`src/common/conv_seq_params.svh`:
```
// Constants for the conversion sequencer: register offsets, field positions, timing counts.
// Assumes inclusion by bare name from the package and the design file.
//
// Summary of operation
// - Eight inputs, one muxed to converter.
// - Standard 8-bit or precision 10-bit result.
// - Pseudo-idle select halts CPU during conversion.
// - Precision mode needs done interrupt enabled; here the halt ends at completion whatever irq_en holds.
// - Other interrupts held until precision conversion ends.
// - Pin config bit set makes pin analog.
// - Start on unconfigured channel does nothing.
// - Conversion is eleven converter clock periods.
// - Done flag polled, optional interrupt.
// - Start bit self-clears at completion.
// - Done flag set on result, software clears.
// - Three-bit field selects input by value.
// - Enable clear means standby, no conversion.
`ifndef CONV_SEQ_PARAMS_SVH
`define CONV_SEQ_PARAMS_SVH

// ----------------------------------------------------------------
// Register offsets
// ----------------------------------------------------------------
`define OFS_PIN_CONFIG   3'h0
`define OFS_CONTROL      3'h1
`define OFS_PRESCALE     3'h2
`define OFS_DATA_HIGH    3'h3
`define OFS_DATA_LOW     3'h4
`define OFS_IRQ_ENABLE   3'h5

// ----------------------------------------------------------------
// Control register fields
// ----------------------------------------------------------------
`define CTL_PSEUDO_IDLE_SELECT_BIT   6
`define CTL_ENABLE_BIT   5
`define CTL_DONE_BIT     4
`define CTL_START_BIT    3
`define CTL_CH_HI        2
`define CTL_CH_LO        0
`define CTL_RESET        8'h00
`define PRS_RESET        5'h00

// ----------------------------------------------------------------
// Timing
// ----------------------------------------------------------------
`define CONV_PERIODS     4'hB
`define STD_BITS         4'h8
`define PRS_BASE_DIV     9'h004
`define SETUP_TIME_NS    4000
`define CLK_PERIOD_NS    8
`define SETUP_CYCLES     ((`SETUP_TIME_NS + `CLK_PERIOD_NS - 1) / `CLK_PERIOD_NS)

`endif

```
`src/common/conv_seq_pkg.sv`:
```
// Types for the conversion sequencer.
// Assumes the params header is on the include path.
`default_nettype none
`include "conv_seq_params.svh"

package conv_seq_pkg;
    typedef enum logic [1:0] {
        ST_OFF   = 2'h0,
        ST_IDLE  = 2'h1,
        ST_CONV  = 2'h3
    } seq_state_e;

    typedef struct packed {
        seq_state_e  state;
        logic [7:0]  pin_config;
        logic        pseudo_idle_select;
        logic        enable;
        logic        done;
        logic        start;
        logic [2:0]  channel;
        logic [4:0]  prescale;
        logic        irq_en;
        logic [8:0]  div_cnt;
        logic [3:0]  period_cnt;
        logic [9:0]  shift;
        logic [9:0]  result;
        logic        precision;
        logic [7:0]  rdata;
        logic [7:0]  irq_hold;
        logic [11:0] setup_cnt;
        logic        sample_d1;
        logic        sample_d2;
    } seq_regs_s;
endpackage : conv_seq_pkg
`default_nettype wire

```
`src/hw/conv_seq.sv`:
```
// Conversion sequencer: register file, prescaler, mux select and bit-by-bit result capture.
// Assumes a synchronous register port on clk and a comparator bit from the analog array.
//
// Added by the designer: the strobed register port and the placing of the registers.
`timescale 1ns/1ps
`default_nettype none
`include "conv_seq_params.svh"

module conv_seq (
    // Clock and reset
    input  wire logic        clk,
    input  wire logic        srst,
    // Register port
    input  wire logic [2:0]  addr,
    input  wire logic [7:0]  wdata,
    input  wire logic        wr_en,
    input  wire logic        rd_en,
    output logic      [7:0]  rdata,
    // Analog front end
    output logic      [7:0]  analog_pin_enable,
    output logic      [2:0]  mux_select,
    output logic             sample_hold,
    output logic      [9:0]  trial_code,
    input  wire logic        comparator_in,
    output logic             converter_powered,
    // CPU and interrupt controller
    input  wire logic [7:0]  other_irq_in,
    output logic      [7:0]  other_irq_out,
    output logic             cpu_halt,
    output logic             conversion_irq,
    output logic             setup_ready
);

    conv_seq_pkg::seq_regs_s r_r;
    conv_seq_pkg::seq_regs_s r_nxt;
    logic                    tick;
    logic                    cmp_sync;
    logic [7:0]              ctl_view;

    // ------------------------------------------------------------
    // Combinational views
    // ------------------------------------------------------------
    assign tick     = (r_r.div_cnt == 9'h000);
    // Only the second synchroniser stage feeds the bit decisions.
    assign cmp_sync = r_r.sample_d2;
    assign ctl_view = {1'b0, r_r.pseudo_idle_select, r_r.enable, r_r.done, r_r.start, r_r.channel};

    // ------------------------------------------------------------
    // Next state
    // ------------------------------------------------------------
    always_comb begin
        r_nxt           = r_r;
        r_nxt.sample_d1 = comparator_in;
        r_nxt.sample_d2 = r_r.sample_d1;
        r_nxt.rdata     = 8'h00;

        // --------------------------------------------------------
        // Register read
        // --------------------------------------------------------
        // Unused offsets read as zero so software can probe the map.
        if (rd_en) begin
            unique case (addr)
                `OFS_PIN_CONFIG: r_nxt.rdata = r_r.pin_config;
                `OFS_CONTROL:    r_nxt.rdata = ctl_view;
                `OFS_PRESCALE:   r_nxt.rdata = {3'h0, r_r.prescale};
                `OFS_DATA_HIGH:  r_nxt.rdata = r_r.result[9:2];
                `OFS_DATA_LOW:   r_nxt.rdata = {6'h00, r_r.result[1:0]};
                `OFS_IRQ_ENABLE: r_nxt.rdata = {7'h00, r_r.irq_en};
                default:         r_nxt.rdata = 8'h00;
            endcase
        end

        // --------------------------------------------------------
        // Prescaler and setup timer
        // --------------------------------------------------------
        // Prescaler runs only while enabled so standby draws no toggling.
        // A new prescale takes effect at the next reload, one period late.
        if (!r_r.enable || tick) begin
            r_nxt.div_cnt = 9'((`PRS_BASE_DIV * ({4'h0, r_r.prescale} + 9'h001)) - 9'h001);
        end else begin
            r_nxt.div_cnt = r_r.div_cnt - 9'h001;
        end

        // The setup count restarts whenever the enable bit is written low.
        if (r_r.enable && r_r.setup_cnt != 12'h000) begin
            r_nxt.setup_cnt = r_r.setup_cnt - 12'h001;
        end

        // --------------------------------------------------------
        // Register write
        // --------------------------------------------------------
        if (wr_en) begin
            unique case (addr)
                `OFS_PIN_CONFIG: r_nxt.pin_config = wdata;
                `OFS_PRESCALE:   r_nxt.prescale = wdata[4:0];
                `OFS_IRQ_ENABLE: r_nxt.irq_en = wdata[0];
                `OFS_CONTROL: begin
                    r_nxt.pseudo_idle_select = wdata[`CTL_PSEUDO_IDLE_SELECT_BIT];
                    r_nxt.enable = wdata[`CTL_ENABLE_BIT];
                    if (!wdata[`CTL_ENABLE_BIT]) begin
                        r_nxt.setup_cnt = 12'(`SETUP_CYCLES);
                    end
                    // Writing zero to the done bit clears it; a one leaves it as it is.
                    if (!wdata[`CTL_DONE_BIT]) begin
                        r_nxt.done = 1'b0;
                    end
                    // A pending start counts as busy, so a second write cannot retarget it.
                    if (r_r.state != conv_seq_pkg::ST_CONV && !r_r.start) begin
                        r_nxt.channel = wdata[`CTL_CH_HI:`CTL_CH_LO];
                        // A start on an unconfigured pin or in standby is dropped.
                        if (wdata[`CTL_START_BIT] && r_r.enable
                            && r_r.pin_config[wdata[`CTL_CH_HI:`CTL_CH_LO]]) begin
                            r_nxt.start = 1'b1;
                        end
                    end
                end
                default: begin
                end
            endcase
        end

        // --------------------------------------------------------
        // Conversion sequence
        // --------------------------------------------------------
        unique case (r_r.state)
            conv_seq_pkg::ST_OFF: begin
                if (r_r.enable) begin
                    r_nxt.state = conv_seq_pkg::ST_IDLE;
                end
            end
            conv_seq_pkg::ST_IDLE: begin
                if (!r_r.enable) begin
                    r_nxt.state = conv_seq_pkg::ST_OFF;
                    r_nxt.start = 1'b0;
                    // A start waits for a tick so that the sample period is full length.
                end else if (r_r.start && tick) begin
                    r_nxt.state      = conv_seq_pkg::ST_CONV;
                    r_nxt.period_cnt = 4'h0;
                    r_nxt.shift      = 10'h200;
                    r_nxt.precision  = r_r.pseudo_idle_select;
                end
            end
            conv_seq_pkg::ST_CONV: begin
                // Dropping enable aborts the run and keeps the previous result.
                if (!r_r.enable) begin
                    r_nxt.state = conv_seq_pkg::ST_OFF;
                    r_nxt.start = 1'b0;
                end else if (tick) begin
                    r_nxt.period_cnt = r_r.period_cnt + 4'h1;
                    // Each tick closes one converter period.
                    // Period 0 is sample and hold; periods 1..10 resolve one bit each.
                    if (r_r.period_cnt != 4'h0) begin
                        if (!cmp_sync) begin
                            r_nxt.shift[4'hA - r_r.period_cnt] = 1'b0;
                        end
                        if (r_r.period_cnt != 4'hA) begin
                            r_nxt.shift[4'h9 - r_r.period_cnt] = 1'b1;
                        end
                    end
                    if (r_r.period_cnt == `CONV_PERIODS - 4'h1) begin
                        r_nxt.state  = conv_seq_pkg::ST_IDLE;
                        r_nxt.start  = 1'b0;
                        r_nxt.done   = 1'b1;
                        // Standard mode keeps only the upper eight bits.
                        r_nxt.result = r_r.precision ? r_nxt.shift
                                     : {r_nxt.shift[9:2], 2'b00};
                    end
                end
            end
            default: begin
                // The one unused state code falls back to standby.
                r_nxt.state = conv_seq_pkg::ST_OFF;
            end
        endcase

        // --------------------------------------------------------
        // Interrupt hold
        // --------------------------------------------------------
        // Requests during a precision run are latched and released afterwards.
        // Held requests show for one cycle after the run, so the controller must latch them.
        if (r_r.state == conv_seq_pkg::ST_CONV && r_r.precision) begin
            r_nxt.irq_hold = r_r.irq_hold | other_irq_in;
        end else begin
            r_nxt.irq_hold = 8'h00;
        end

        // --------------------------------------------------------
        // Synchronous reset
        // --------------------------------------------------------
        // Applied last so that it overrides every update above.
        if (srst) begin
            r_nxt            = '0;
            r_nxt.state      = conv_seq_pkg::ST_OFF;
            r_nxt.prescale   = `PRS_RESET;
            r_nxt.setup_cnt  = 12'(`SETUP_CYCLES);
        end
    end

    // ------------------------------------------------------------
    // State register
    // ------------------------------------------------------------
    always_ff @(posedge clk) begin
        r_r <= r_nxt;
    end

    // ------------------------------------------------------------
    // Outputs
    // ------------------------------------------------------------
    // Data outputs except other_irq_out come straight from registers, as does converter_powered; other_irq_out and the other flags are decoded.
    assign rdata             = r_r.rdata;
    assign analog_pin_enable = r_r.pin_config;
    assign mux_select        = r_r.channel;
    // The sample phase spans the whole first converter period.
    assign sample_hold       = (r_r.state == conv_seq_pkg::ST_CONV) && (r_r.period_cnt == 4'h0);
    assign trial_code        = r_r.shift;
    assign converter_powered = r_r.enable;
    // The halt ends when the run leaves ST_CONV, with the done flag or an abort, whatever irq_en holds.
    assign cpu_halt          = (r_r.state == conv_seq_pkg::ST_CONV) && r_r.precision;
    assign other_irq_out     = cpu_halt ? 8'h00 : (other_irq_in | r_r.irq_hold);
    assign conversion_irq    = r_r.done && r_r.irq_en;
    assign setup_ready       = r_r.enable && (r_r.setup_cnt == 12'h000);

endmodule : conv_seq
`default_nettype wire

```
`config.mk`:
```
export PLATFORM = sky130hd
export DESIGN_NAME = conv_seq
export DESIGN_NICKNAME = d
export VERILOG_FILES = /design/src/common/conv_seq_pkg.sv /design/src/hw/conv_seq.sv
export VERILOG_INCLUDE_DIRS = /design/src /design/src/common
export SDC_FILE = /design/constraint.sdc
export NUM_CORES = 1
export LEC_CHECK = 0
export BUFFER_PORTS_ARGS = -buffer_cell sky130_fd_sc_hd__buf_2
export CAP_MARGIN = 5
export CORE_MARGIN = 2
export CORE_UTILIZATION = 60
export CTS_CLUSTER_SIZE = 25
export DETAILED_ROUTE_END_ITERATION = 10
export PLACE_DENSITY = 0.83
export SYNTH_ARGS = -nofsm -noshare
export SYNTH_HDL_FRONTEND = slang
export SYNTH_SLANG_ARGS = --single-unit
```
`constraint.sdc`:
```
create_clock -name clk -period 3.3 [get_ports clk]
set_input_delay 0.33 -clock clk [delete_from_list [all_inputs] [get_ports clk]]
set_output_delay 0.33 -clock clk [all_outputs]
set_load 0.02 [all_outputs]
```
==> flow_summary_export.csv, run 1 <==
group,metric,value,unit
run_status,status,"finished, final reports clean",
yosys,synth_area,4470,um^2
finish,drive_gt1_share,16.4,%
power,cellPowerDensity,412,nW/um^2
setup_path,arrival,2.95,ns
yosys,syn_inst,543,
setup_path,startpoint_type,"flop",
cts,cts_root_buf,"clkbuf_8",
drt,viasPerCell,5.89,
die,coreArea,7250,um^2
die,rows,31,
cts,cts_tree,"yes",
power,peakVddDrop,0.000226,V
yosys,ys_async_sr_fraction,0,%
yosys,syn_nets,578,
power,power,1.98,mW
setup_path,rr_worst_depth,7,
drt,vias,3930,
sta,fin_hold_ws,0.178,ns
die,dieArea,8160,um^2
cts,post-cts-setup-buffers,0,
yosys,synth_edf_count,0,
cts,cts-resized-gates,0,
place,place_inst,651,
finish,layout_common_cells,"dfxtp_1, nor2_1, buf_2",
setup_path,regToRegSetupSlack,0.64,ns
sta,relSlewSlack,40.9,%
cts,ctsHoldBuffers,0,
die,start_util,61.6,%
drt,top_layer_used,"met4",
setup_path,crit_path_cell_trace,"inv_1, ha_1, nor4b_2, nand2_1, or3_1, or4_1, a21oi_1",
cts,clk_latency,0.36,ns
setup_path,rr_endpoint,"r_r[54]",
finish,final_common_cell,"dfxtp_1",
drt,wl_met1,4500,um
finish,num-nets-final,598,
sta,finalSetupTns,0,ns
global_route,grt_overflow,0,
drt,drt-initial-drc-count,303,
cts,cts.sinks,87,
place,placed_area,4610,um^2
place,routabilityCongestion,0.925,
setup_path,crit_slowest_cell,"or3_1",
setup_path,slowest_delay,0.69,ns
finish,multi_input_area,2340,um^2
setup_path,crit_type,"reg -> reg",
yosys,synth_cell_types,53,
power,total_leakage_power,1.87,nW
setup_path,r2r-start,"r_r[55]",
drt,first_pass_iters,5,
global_route,grt_start_max_net_pins,52,
global_route,track_usage,25.5,%
global_route,antenna_found_initial,0,
place,hpwl,7170,um
min_path,hold_end,"r_r[1]",
sta,slew_violations,0,
min_path,hold_depth,2,
drt,drc,0,
yosys,synthFlopType,"dfxtp_1",
cts,cts_made_buffers,9,
setup_path,worstPathMaxFanout,16,
die,die_y,90.3,um
drt,routedWlPerCell,15.1,um
die,die_w,90.3,um
drt,ant_nets,0,
die,pin_count,66,
finish,synthToLayoutAreaGrowth,7.64,%
sta,setup_viol,0,
sta,skew,0.00878,ns
finish,fillers,584,
sta,final.min_clock_period,2.66,ns
min_path,min_from,"comparator_in",
sta,worstMarginPinSlew,0.887,ns
yosys,ys_ff_latch,87,
yosys,synth_warnings,0,
cts,cts_max_path_buffers,2,
setup_path,worstPathRequired,3.59,ns
finish,diodes,0,
place,place.port_buffers,65,
finish,seq_area,1740,um^2
min_path,hp-class,"in -> reg",
global_route,grt_pass1_vias,3724,
sta,rsz0062_at_grt,"false",
drt,wl_met2,4680,um
sta,max_freq,375,MHz
sta,finalHoldViolations,0,
drt,routed_wl,10000,um
cts,clkTransAtPathRegs,0.09,ns
yosys,syn_area_per_cell,8.23,um^2
setup_path,worstSetupEndpointType,"flop",
finish,stdcell_area,4810,um^2
yosys,synth_seq_area_share,39.0,%
sta,post-route-period-util,80.7,%
global_route,grt_pass1_wl,17200,um
drt,routed-wl-met3,604,um
finish,layout.cells.non_filler,667,
cts,htreeDepth,3,
flow_run,cap_violations,0,
==> registers in the layout, indices dropped and copies added (netlist names) <==
name	flops
trial_code	10
cmp_sync	1
mux_select	3
r_r	53
ctl_view	3
converter_powered	1
rdata	8
analog_pin_enable	8
==> report_power, final <==
group	internal, mW	total (mW)	switching [mW]
Clock	0.356	0.763	0.407
Sequential	1.06	1.08	0.0153
Combinational	0.0532	0.141	0.0880
==> Yosys cell counts (7+ instances only) <==
cell type / count / area [um^2]
nor2_1: 77 / 289
a21oi_1: 31 / 155
mux2i_1: 21 / 210
nor2b_1: 7 / 43.8
clkbuf_1: 27 / 101
xor2_1: 10 / 87.6
inv_1: 14 / 52.6
a211oi_1: 11 / 82.6
nand2_1: 52 / 195
nor3_1: 10 / 50.1
o21ai_0: 17 / 85.1
dfxtp_1: 87 / 1740
ha_1: 11 / 138
and2_1: 7 / 43.8
nand3_1: 13 / 65.1
buf_4: 29 / 218
nand4_1: 7 / 43.8
a31oi_1: 11 / 68.8
nand3b_1: 11 / 82.6
==> final cells by class <==
cell class                 instances  share of cell area, %
multi-input combinational        383                   48.7
inverter                          14                   1.09
tap                               99                   2.57
clock buffer                       9                   2.57
clock inverter                     7                   1.64
sequential                        87                   36.2
timing repair buffer              68                   7.23
==> routing by layer <==
layer	GRT usage [%]	vias up
met1	33.4	1828
met3	4.01	24
met2	41.9	142
met4	11.2	0
li1	-	1936
met5	0	-
==> cell families (layout without fill, tap and decap cells) <==
group	after synthesis	after routing	synth area share (%)
AOI/OAI and AO/OA	108	108	15.5
xor gates and xnor gates	15	15	2.94
buffers and inverters	73	98	8.62
muxes	24	24	5.96
adders and majority gates	11	11	3.08
and+or+nand+nor	225	225	24.9
DFF	87	87	39.0
==> worst max path at each step <==
| stage | from | endpoint |
|---|---|---|
| final | r_r[55] | r_r[54] |
| after global routing | r_r[55] | r_r[54] |
| after CTS | r_r[55] | r_r[54] |
| after detailed placement | r_r[55] | r_r[54] |
| after global placement | r_r[55] | r_r[54] |
| after floorplan | r_r[55] | r_r[54] |
==> stage by stage <==
stage | util (%) | setup WS [ns]
floorplan | - | 1.21
global placement | 63.6 | 0.796
detailed placement | 63.6 | 0.684
CTS | 66.3 | 0.664
global route | 66.3 | 0.417
finish | 66.3 | 0.636
==> critical path, delay by kind of cell (launching register included) <==
family | cells | cell delay [ns]
buf+inv | 1 | 0.06
flops | 1 | 0.34
compound gates | 1 | 0.15
fa+ha+maj | 1 | 0.21
simple gates | 4 | 1.83
Note: power is estimated with default switching activity, not from simulation.
==> inputs of run 2 (changes only) <==
--- a/config.mk
+++ b/config.mk
@@ -6,13 +6,14 @@
 export SDC_FILE = /design/constraint.sdc
 export NUM_CORES = 1
 export LEC_CHECK = 0
+export ABC_AREA = 1
 export BUFFER_PORTS_ARGS = -buffer_cell sky130_fd_sc_hd__buf_2
 export CAP_MARGIN = 5
 export CORE_MARGIN = 2
-export CORE_UTILIZATION = 60
+export CORE_UTILIZATION = 58
 export CTS_CLUSTER_SIZE = 25
 export DETAILED_ROUTE_END_ITERATION = 10
-export PLACE_DENSITY = 0.83
+export PLACE_DENSITY = 0.8
 export SYNTH_ARGS = -nofsm -noshare
 export SYNTH_HDL_FRONTEND = slang
 export SYNTH_SLANG_ARGS = --single-unit
==> constraint.sdc (replaced) <==
create_clock -name clk -period 2.6 [get_ports clk]
set_input_delay 0.26 -clock clk [delete_from_list [all_inputs] [get_ports clk]]
set_output_delay 0.26 -clock clk [all_outputs]
set_load 0.02 [all_outputs]
==> run 2 against run 1 <==
Effect of this change: wire length is 8.1% higher; synthesized cell count up 22%; clock power up 26%; non-clock buffer count fell by 1; critical path depth decreased by 1; clock skew hardly changed; count of clock-buffer cells in the layout up 1; power rose by 29%; global-route usage shrank 0.52 points; utilization is 2.4 points lower; worst hold slack worse by 0.084 ns; combinational power is 65% higher; critical endpoint is now other_irq_out[0]; largest power group unchanged.
==> flow_summary_export.csv, run 2 <==
group,metric,value,unit
sta,max_freq,509,MHz
power,swShare,26.6,%
finish,num-nets-final,734,
finish,multi_input_area,2390,um^2
yosys,synth_largest_area_cell,"dfxtp_1",
yosys,syn_inst,661,
power,total_leakage_power,2.34,nW
setup_path,rr_worst_depth,10,
yosys,ys_ff_latch,87,
finish,final_util,63.9,%
setup_path,worstSetupEndpointType,"output pin",
power,clock_power_share,37.4,%
setup_path,regToRegSetupSlack,0.84,ns
sta,rsz0062_at_grt,"false",
min_path,hp-class,"in -> reg",
sta,final.min_clock_period,1.96,ns
power,p_sw,682,uW
cts,htreeDepth,3,
cts,cts_max_path_buffers,2,
cts,clk_latency,0.36,ns
finish,largest_register_ffs,53,
finish,fillers,734,
drt,vias,4317,
setup_path,cp.buffers_inverters,3,
power,p_seq_share,53.5,%
finish,layout_common_cells,"nand2_1, dfxtp_1, inv_1",
finish,final_common_cell,"nand2_1",
power,pwr-share-comb,9.1,%
yosys,synth_area,4790,um^2
setup_path,r2r-start,"r_r[52]",
cts,ctsHoldBuffers,0,
drt,routed_wl,10900,um
yosys,synth_cell_types,48,
cts,cts_tree,"yes",
global_route,grt_pass1_vias,3902,
run_status,status,"finished, final reports clean",
setup_path,worstPathMaxFanout,8,
global_route,grt_overflow,0,
sta,finalSetupTns,0,ns
finish,regMostFlops,"r_r",
setup_path,startpoint_type,"flop",
setup_path,arrival,1.70,ns
cts,post-cts-setup-buffers,0,
drt,viasPerCell,5.34,
finish,seq_area,1740,um^2
yosys,yosys.area.top_type_share,36.3,%
sta,finalWorstSetupSlack,0.636,ns
drt,drt-initial-drc-count,325,
yosys,syn_nets,696,
place,hpwl,8180,um
setup_path,crit_slowest_cell,"dfxtp_1",
die,pin_count,66,
die,start_util,59.2,%
setup_path,cpMostUsedCell,"inv_1",
setup_path,crit_path_cell_trace,"nand2_1, nor2_1, inv_1, o21ai_0, inv_1, buf_2",
yosys,synth_warnings,0,
power,cellPowerDensity,495,nW/um^2
die,rows,33,
yosys,syn_area_per_cell,7.25,um^2
setup_path,rr_endpoint,"r_r[34]",
die,die_w,94.9,um
yosys,synthFlopType,"dfxtp_1",
sta,relSlewSlack,57.0,%
sta,post-route-period-util,75.5,%
yosys,ys_async_sr_fraction,0,%
die,coreArea,8090,um^2
power,p_int,1.88,mW
setup_path,path_delay_family,"simple AND/OR/NAND/NOR gates",
cts,cts_made_buffers,9,
place,routabilityCongestion,0.925,
setup_path,worst-path-stages,6,
cts,clkTransAtPathRegs,0.09,ns
min_path,hold_depth,3,
setup_path,crit_type,"reg -> out",
flow_run,cap_violations,0,
power,peakVddDrop,0.000254,V
yosys,synth_edf_count,0,
place,pre_cts_slack,0.862,ns
yosys,synth.most_common_cell,"nand2_1",
global_route,grt_pass1_wl,17900,um
place,place.port_buffers,65,
sta,skew,0.00846,ns
setup_path,slowest_delay,0.39,ns
cts,cts_root_buf,"clkbuf_8",
setup_path,worstPathRequired,2.34,ns
global_route,grt_start_max_net_pins,30,
drt,routedWlPerCell,13.4,um
finish,diodes,0,
yosys,ys_top_cells_by_area,"dfxtp_1, nand2_1, inv_1",
finish,stdcell_area,5170,um^2
sta,worstMarginPinSlew,0.644,ns
drt,drc,0,
yosys,yosys-top-cells-count,"nand2_1, dfxtp_1, inv_1, nor2_1, a21oi_1",
finish,drive_gt1_share,18.8,%
global_route,track_usage,25.0,%
cts,cts-resized-gates,0,
sta,slew_violations,0,
sta,setup_viol,0,
drt,ant_nets,0,
cts,cts.sinks,87,
drt,first_pass_iters,5,
yosys,synth_seq_area_share,36.3,%
place,placed_area,4970,um^2
sta,finalHoldViolations,0,
min_path,hold_end,"r_r[1]",
global_route,antenna_found_initial,0,
finish,synthToLayoutAreaGrowth,7.88,%
die,die_y,94.9,um
die,dieArea,9010,um^2
min_path,min_from,"comparator_in",
run 2: power by group through the flow:
stage / sequential [mW] / clock, mW / combinational (mW)
after floorplan: 1.40 / 0 / 0.170
after global placement: 1.40 / 0 / 0.226
after detailed placement: 1.40 / 0 / 0.230
after CTS: 1.37 / 0.971 / 0.231
after global routing: 1.37 / 1.02 / 0.260
final: 1.37 / 0.959 / 0.233
run 2: area by class of cell:
| class | count | area share (%) |
|---|---|---|
| clock buffers | 10 | 2.47 |
| flip-flops and latches | 87 | 33.7 |
| repair buffers | 67 | 6.58 |
| inverters | 97 | 7.14 |
| well taps | 105 | 2.54 |
| multi-input cells | 437 | 46.3 |
| clock inverters | 6 | 1.33 |
run 2: logic make-up after synthesis:
kind of cell	Yosys count	synth area share [%]
flip-flops	87	36.3
XOR/XNOR	14	2.71
adder cells (fa/ha/maj)	11	2.87
buffers and inverters	137	13.8
AO/OA/AOI/OAI	121	13.9
AND/OR/NAND/NOR	291	30.4
run 2: tightest hold or removal path: cells and delay by family:
family | cells | cell delay [ns]
buffers and inverters | 2 | 0.13
and+or+nand+nor | 1 | 0.03
run 2: routing by layer:
layer / global-route usage (%) / vias to the layer above / share of wire [%]
met2: 40.4 / 166 / 46
li1: - / 2179 / -
met4: 10.1 / 0 / 1.9
met5: 0 / - / 0
met1: 33.5 / 1950 / 45
met3: 3.67 / 22 / 6.7
run 2: through the flow:
step / cells / total power, mW / hold WS [ns]
after floorplan: 661 / 1.57 / 0.367
after global placement: 793 / 1.63 / 0.392
after detailed placement: 793 / 1.63 / 0.395
after CTS: 809 / 2.57 / 0.0880
after global routing: 809 / 2.66 / 0.108
final: 809 / 2.56 / 0.0940
run 2: how the worst max path moves through the flow:
stage | from | endpoint | slack, ns
global placement | r_r[51] | r_r[35] | 0.93
floorplan | r_r[55] | r_r[51] | 1.09
detailed placement | r_r[52] | r_r[32] | 0.86
global route | r_r[85] | other_irq_out[0] | 0.50
CTS | r_r[85] | other_irq_out[0] | 0.65
finish | r_r[85] | other_irq_out[0] | 0.64
==> inputs of run 3 (changes only) <==
--- a/config.mk
+++ b/config.mk
@@ -10,10 +10,10 @@
 export BUFFER_PORTS_ARGS = -buffer_cell sky130_fd_sc_hd__buf_2
 export CAP_MARGIN = 5
 export CORE_MARGIN = 2
-export CORE_UTILIZATION = 58
+export CORE_UTILIZATION = 52
 export CTS_CLUSTER_SIZE = 25
 export DETAILED_ROUTE_END_ITERATION = 10
-export PLACE_DENSITY = 0.8
+export PLACE_DENSITY = 0.76
 export SYNTH_ARGS = -nofsm -noshare
 export SYNTH_HDL_FRONTEND = slang
 export SYNTH_SLANG_ARGS = --single-unit
==> constraint.sdc (replaced) <==
create_clock -name clk -period 1.8 [get_ports clk]
set_input_delay 0.18 -clock clk [delete_from_list [all_inputs] [get_ports clk]]
set_output_delay 0.18 -clock clk [all_outputs]
set_load 0.02 [all_outputs]
==> run 3 against run 2 <==
Effect of this change: count of clock-buffer cells in the layout shrank 1; critical path depth grew 1; via count decreased by 1.6%; critical endpoint is now setup_ready; worst hold slack worse by 0.079 ns; critical path type unchanged; die area up 11%; clock power increased by 63%.
==> flow_summary_export.csv, run 3 (synthesized netlist as in run 2, its figures left out) <==
group,metric,value,unit
run_status,status,"finished, final reports clean",
global_route,grt_pass1_vias,3906,
die,rows,35,
finish,largest_register_ffs,53,
cts,htreeDepth,3,
sta,slew_violations,0,
power,peakVddDrop,0.000434,V
cts,cts_root_buf,"clkbuf_8",
drt,viasPerCell,5.15,
setup_path,worstPathMaxFanout,4,
drt,drt-initial-drc-count,321,
cts,cts_max_path_buffers,2,
place,placed_area,5020,um^2
global_route,track_usage,22.8,%
setup_path,crit_slowest_cell,"dfxtp_2",
drt,routedWlPerCell,13.6,um
sta,skew,0.0112,ns
global_route,grt_pass1_wl,18300,um
min_path,hp-class,"in -> reg",
sta,post-route-period-util,94.7,%
cts,ctsHoldBuffers,0,
die,die_y,100,um
place,routabilityCongestion,0.950,
setup_path,worst-path-stages,7,
setup_path,worstPathRequired,1.62,ns
cts,clkTransAtPathRegs,0.09,ns
finish,regMostFlops,"r_r",
sta,finalHoldViolations,0,
place,place.port_buffers,65,
finish,final_util,58.4,%
setup_path,crit_type,"reg -> out",
finish,diodes,0,
die,coreArea,9110,um^2
drt,vias,4247,
sta,setup_viol,0,
setup_path,worstSetupEndpointType,"output pin",
global_route,antenna_found_initial,0,
die,die_w,100,um
setup_path,rr_worst_depth,9,
setup_path,path_delay_family,"simple AND/OR/NAND/NOR gates",
cts,clk_latency,0.37,ns
place,hpwl,8450,um
drt,routed_wl,11200,um
sta,finalSetupTns,0,ns
setup_path,startpoint_type,"flop",
setup_path,arrival,1.53,ns
cts,cts_made_buffers,9,
finish,layout_common_cells,"nand2_1, dfxtp_1, inv_1",
sta,final.min_clock_period,1.71,ns
sta,relSlewSlack,73.0,%
finish,stdcell_area,5320,um^2
setup_path,cp.buffers_inverters,3,
global_route,grt_overflow,0,
drt,first_pass_iters,7,
finish,drive_gt1_share,22.2,%
power,total_leakage_power,2.40,nW
sta,worstMarginPinSlew,0.405,ns
power,cellPowerDensity,731,nW/um^2
flow_run,cap_violations,0,
setup_path,slowest_delay,0.35,ns
drt,drc,0,
min_path,hold_depth,3,
cts,cts.sinks,87,
cts,cts_tree,"yes",
die,dieArea,10000,um^2
finish,num-nets-final,743,
setup_path,crit_path_cell_trace,"inv_2, ha_1, inv_1, nor2_2, nand4_2, nor2_2, buf_6",
die,pin_count,66,
finish,final_common_cell,"nand2_1",
finish,synthToLayoutAreaGrowth,11.0,%
drt,ant_nets,0,
global_route,grt_start_max_net_pins,30,
sta,max_freq,586,MHz
setup_path,cpMostUsedCell,"nor2_2",
die,start_util,52.6,%
==> run 3: changes by cell type in the layout (fill, tap and decap cells not counted), sizes merged <==
| cell | delta |
|---|---|
| clkinvlp | -1 |
| buf | +9 |
| inv | +1 |
| bufinv | +1 |
| clkbuf | -1 |
==> run 3: worst paths after layout <==
path | slack (ns) | endpoint | startpoint
max | 0.09 | setup_ready | r_r[2]
min | 0.01 | r_r[1] | comparator_in
max reg2reg | 0.18 | r_r[35] | r_r[51]
min reg2reg | 0.41 | cmp_sync | r_r[1]
==> run 3: timing repair <==
item                       in CTS  in global routing
setup endpoints to repair       5                 30
pin swaps                       0                  7
gates resized for setup         3                 18
setup buffers                   0                  4
==> run 3: layout make-up <==
cell class | count | area (um^2)
Clock buffer | 9 | 124
Clock inverter | 7 | 103
Fill cell | 822 | 3790
Inverter | 97 | 369
Multi-Input combinational cell | 437 | 2420
Sequential cell | 87 | 1750
Tap cell | 111 | 139
Timing Repair Buffer | 76 | 417
==> run 3: metrics by stage <==
step / total power [mW] / worst slack, ns / hold WS, ns / instances
4_1_cts: 3.92 / 0.00572 / 0.00815 / 820
3_3_place_gp: 2.35 / 0.131 / 0.384 / 804
2_1_floorplan: 2.26 / 0.289 / 0.287 / 661
6_report: 3.89 / 0.0947 / 0.0147 / 824
5_1_grt: 4.05 / -0.0147 / 0.0191 / 824
3_5_place_dp: 2.36 / 0.0380 / 0.390 / 804
==> run 3: layer usage <==
layer  track usage (%)  up-vias  part of all wire (%)
li1                  -     2198                     -
met1              30.3     1920                    46
met2              36.5      116                    47
met3              5.01       13                   5.3
met4              8.11        0                   1.7
met5                 0        -                     0
==> run 3: worst min-delay path: stages <==
cell	delay (ns)
buf_2	0.07
inv_1	0.03
nor2_1	0.06
==> run 3: power by group <==
group          switching, mW  internal [mW]  total (mW)  leakage, nW
Sequential            0.0243           1.95        1.98        0.706
Clock                  0.762          0.801        1.56        0.116
Combinational          0.232          0.118       0.350         1.58
Total                   1.02           2.87        3.89         2.40
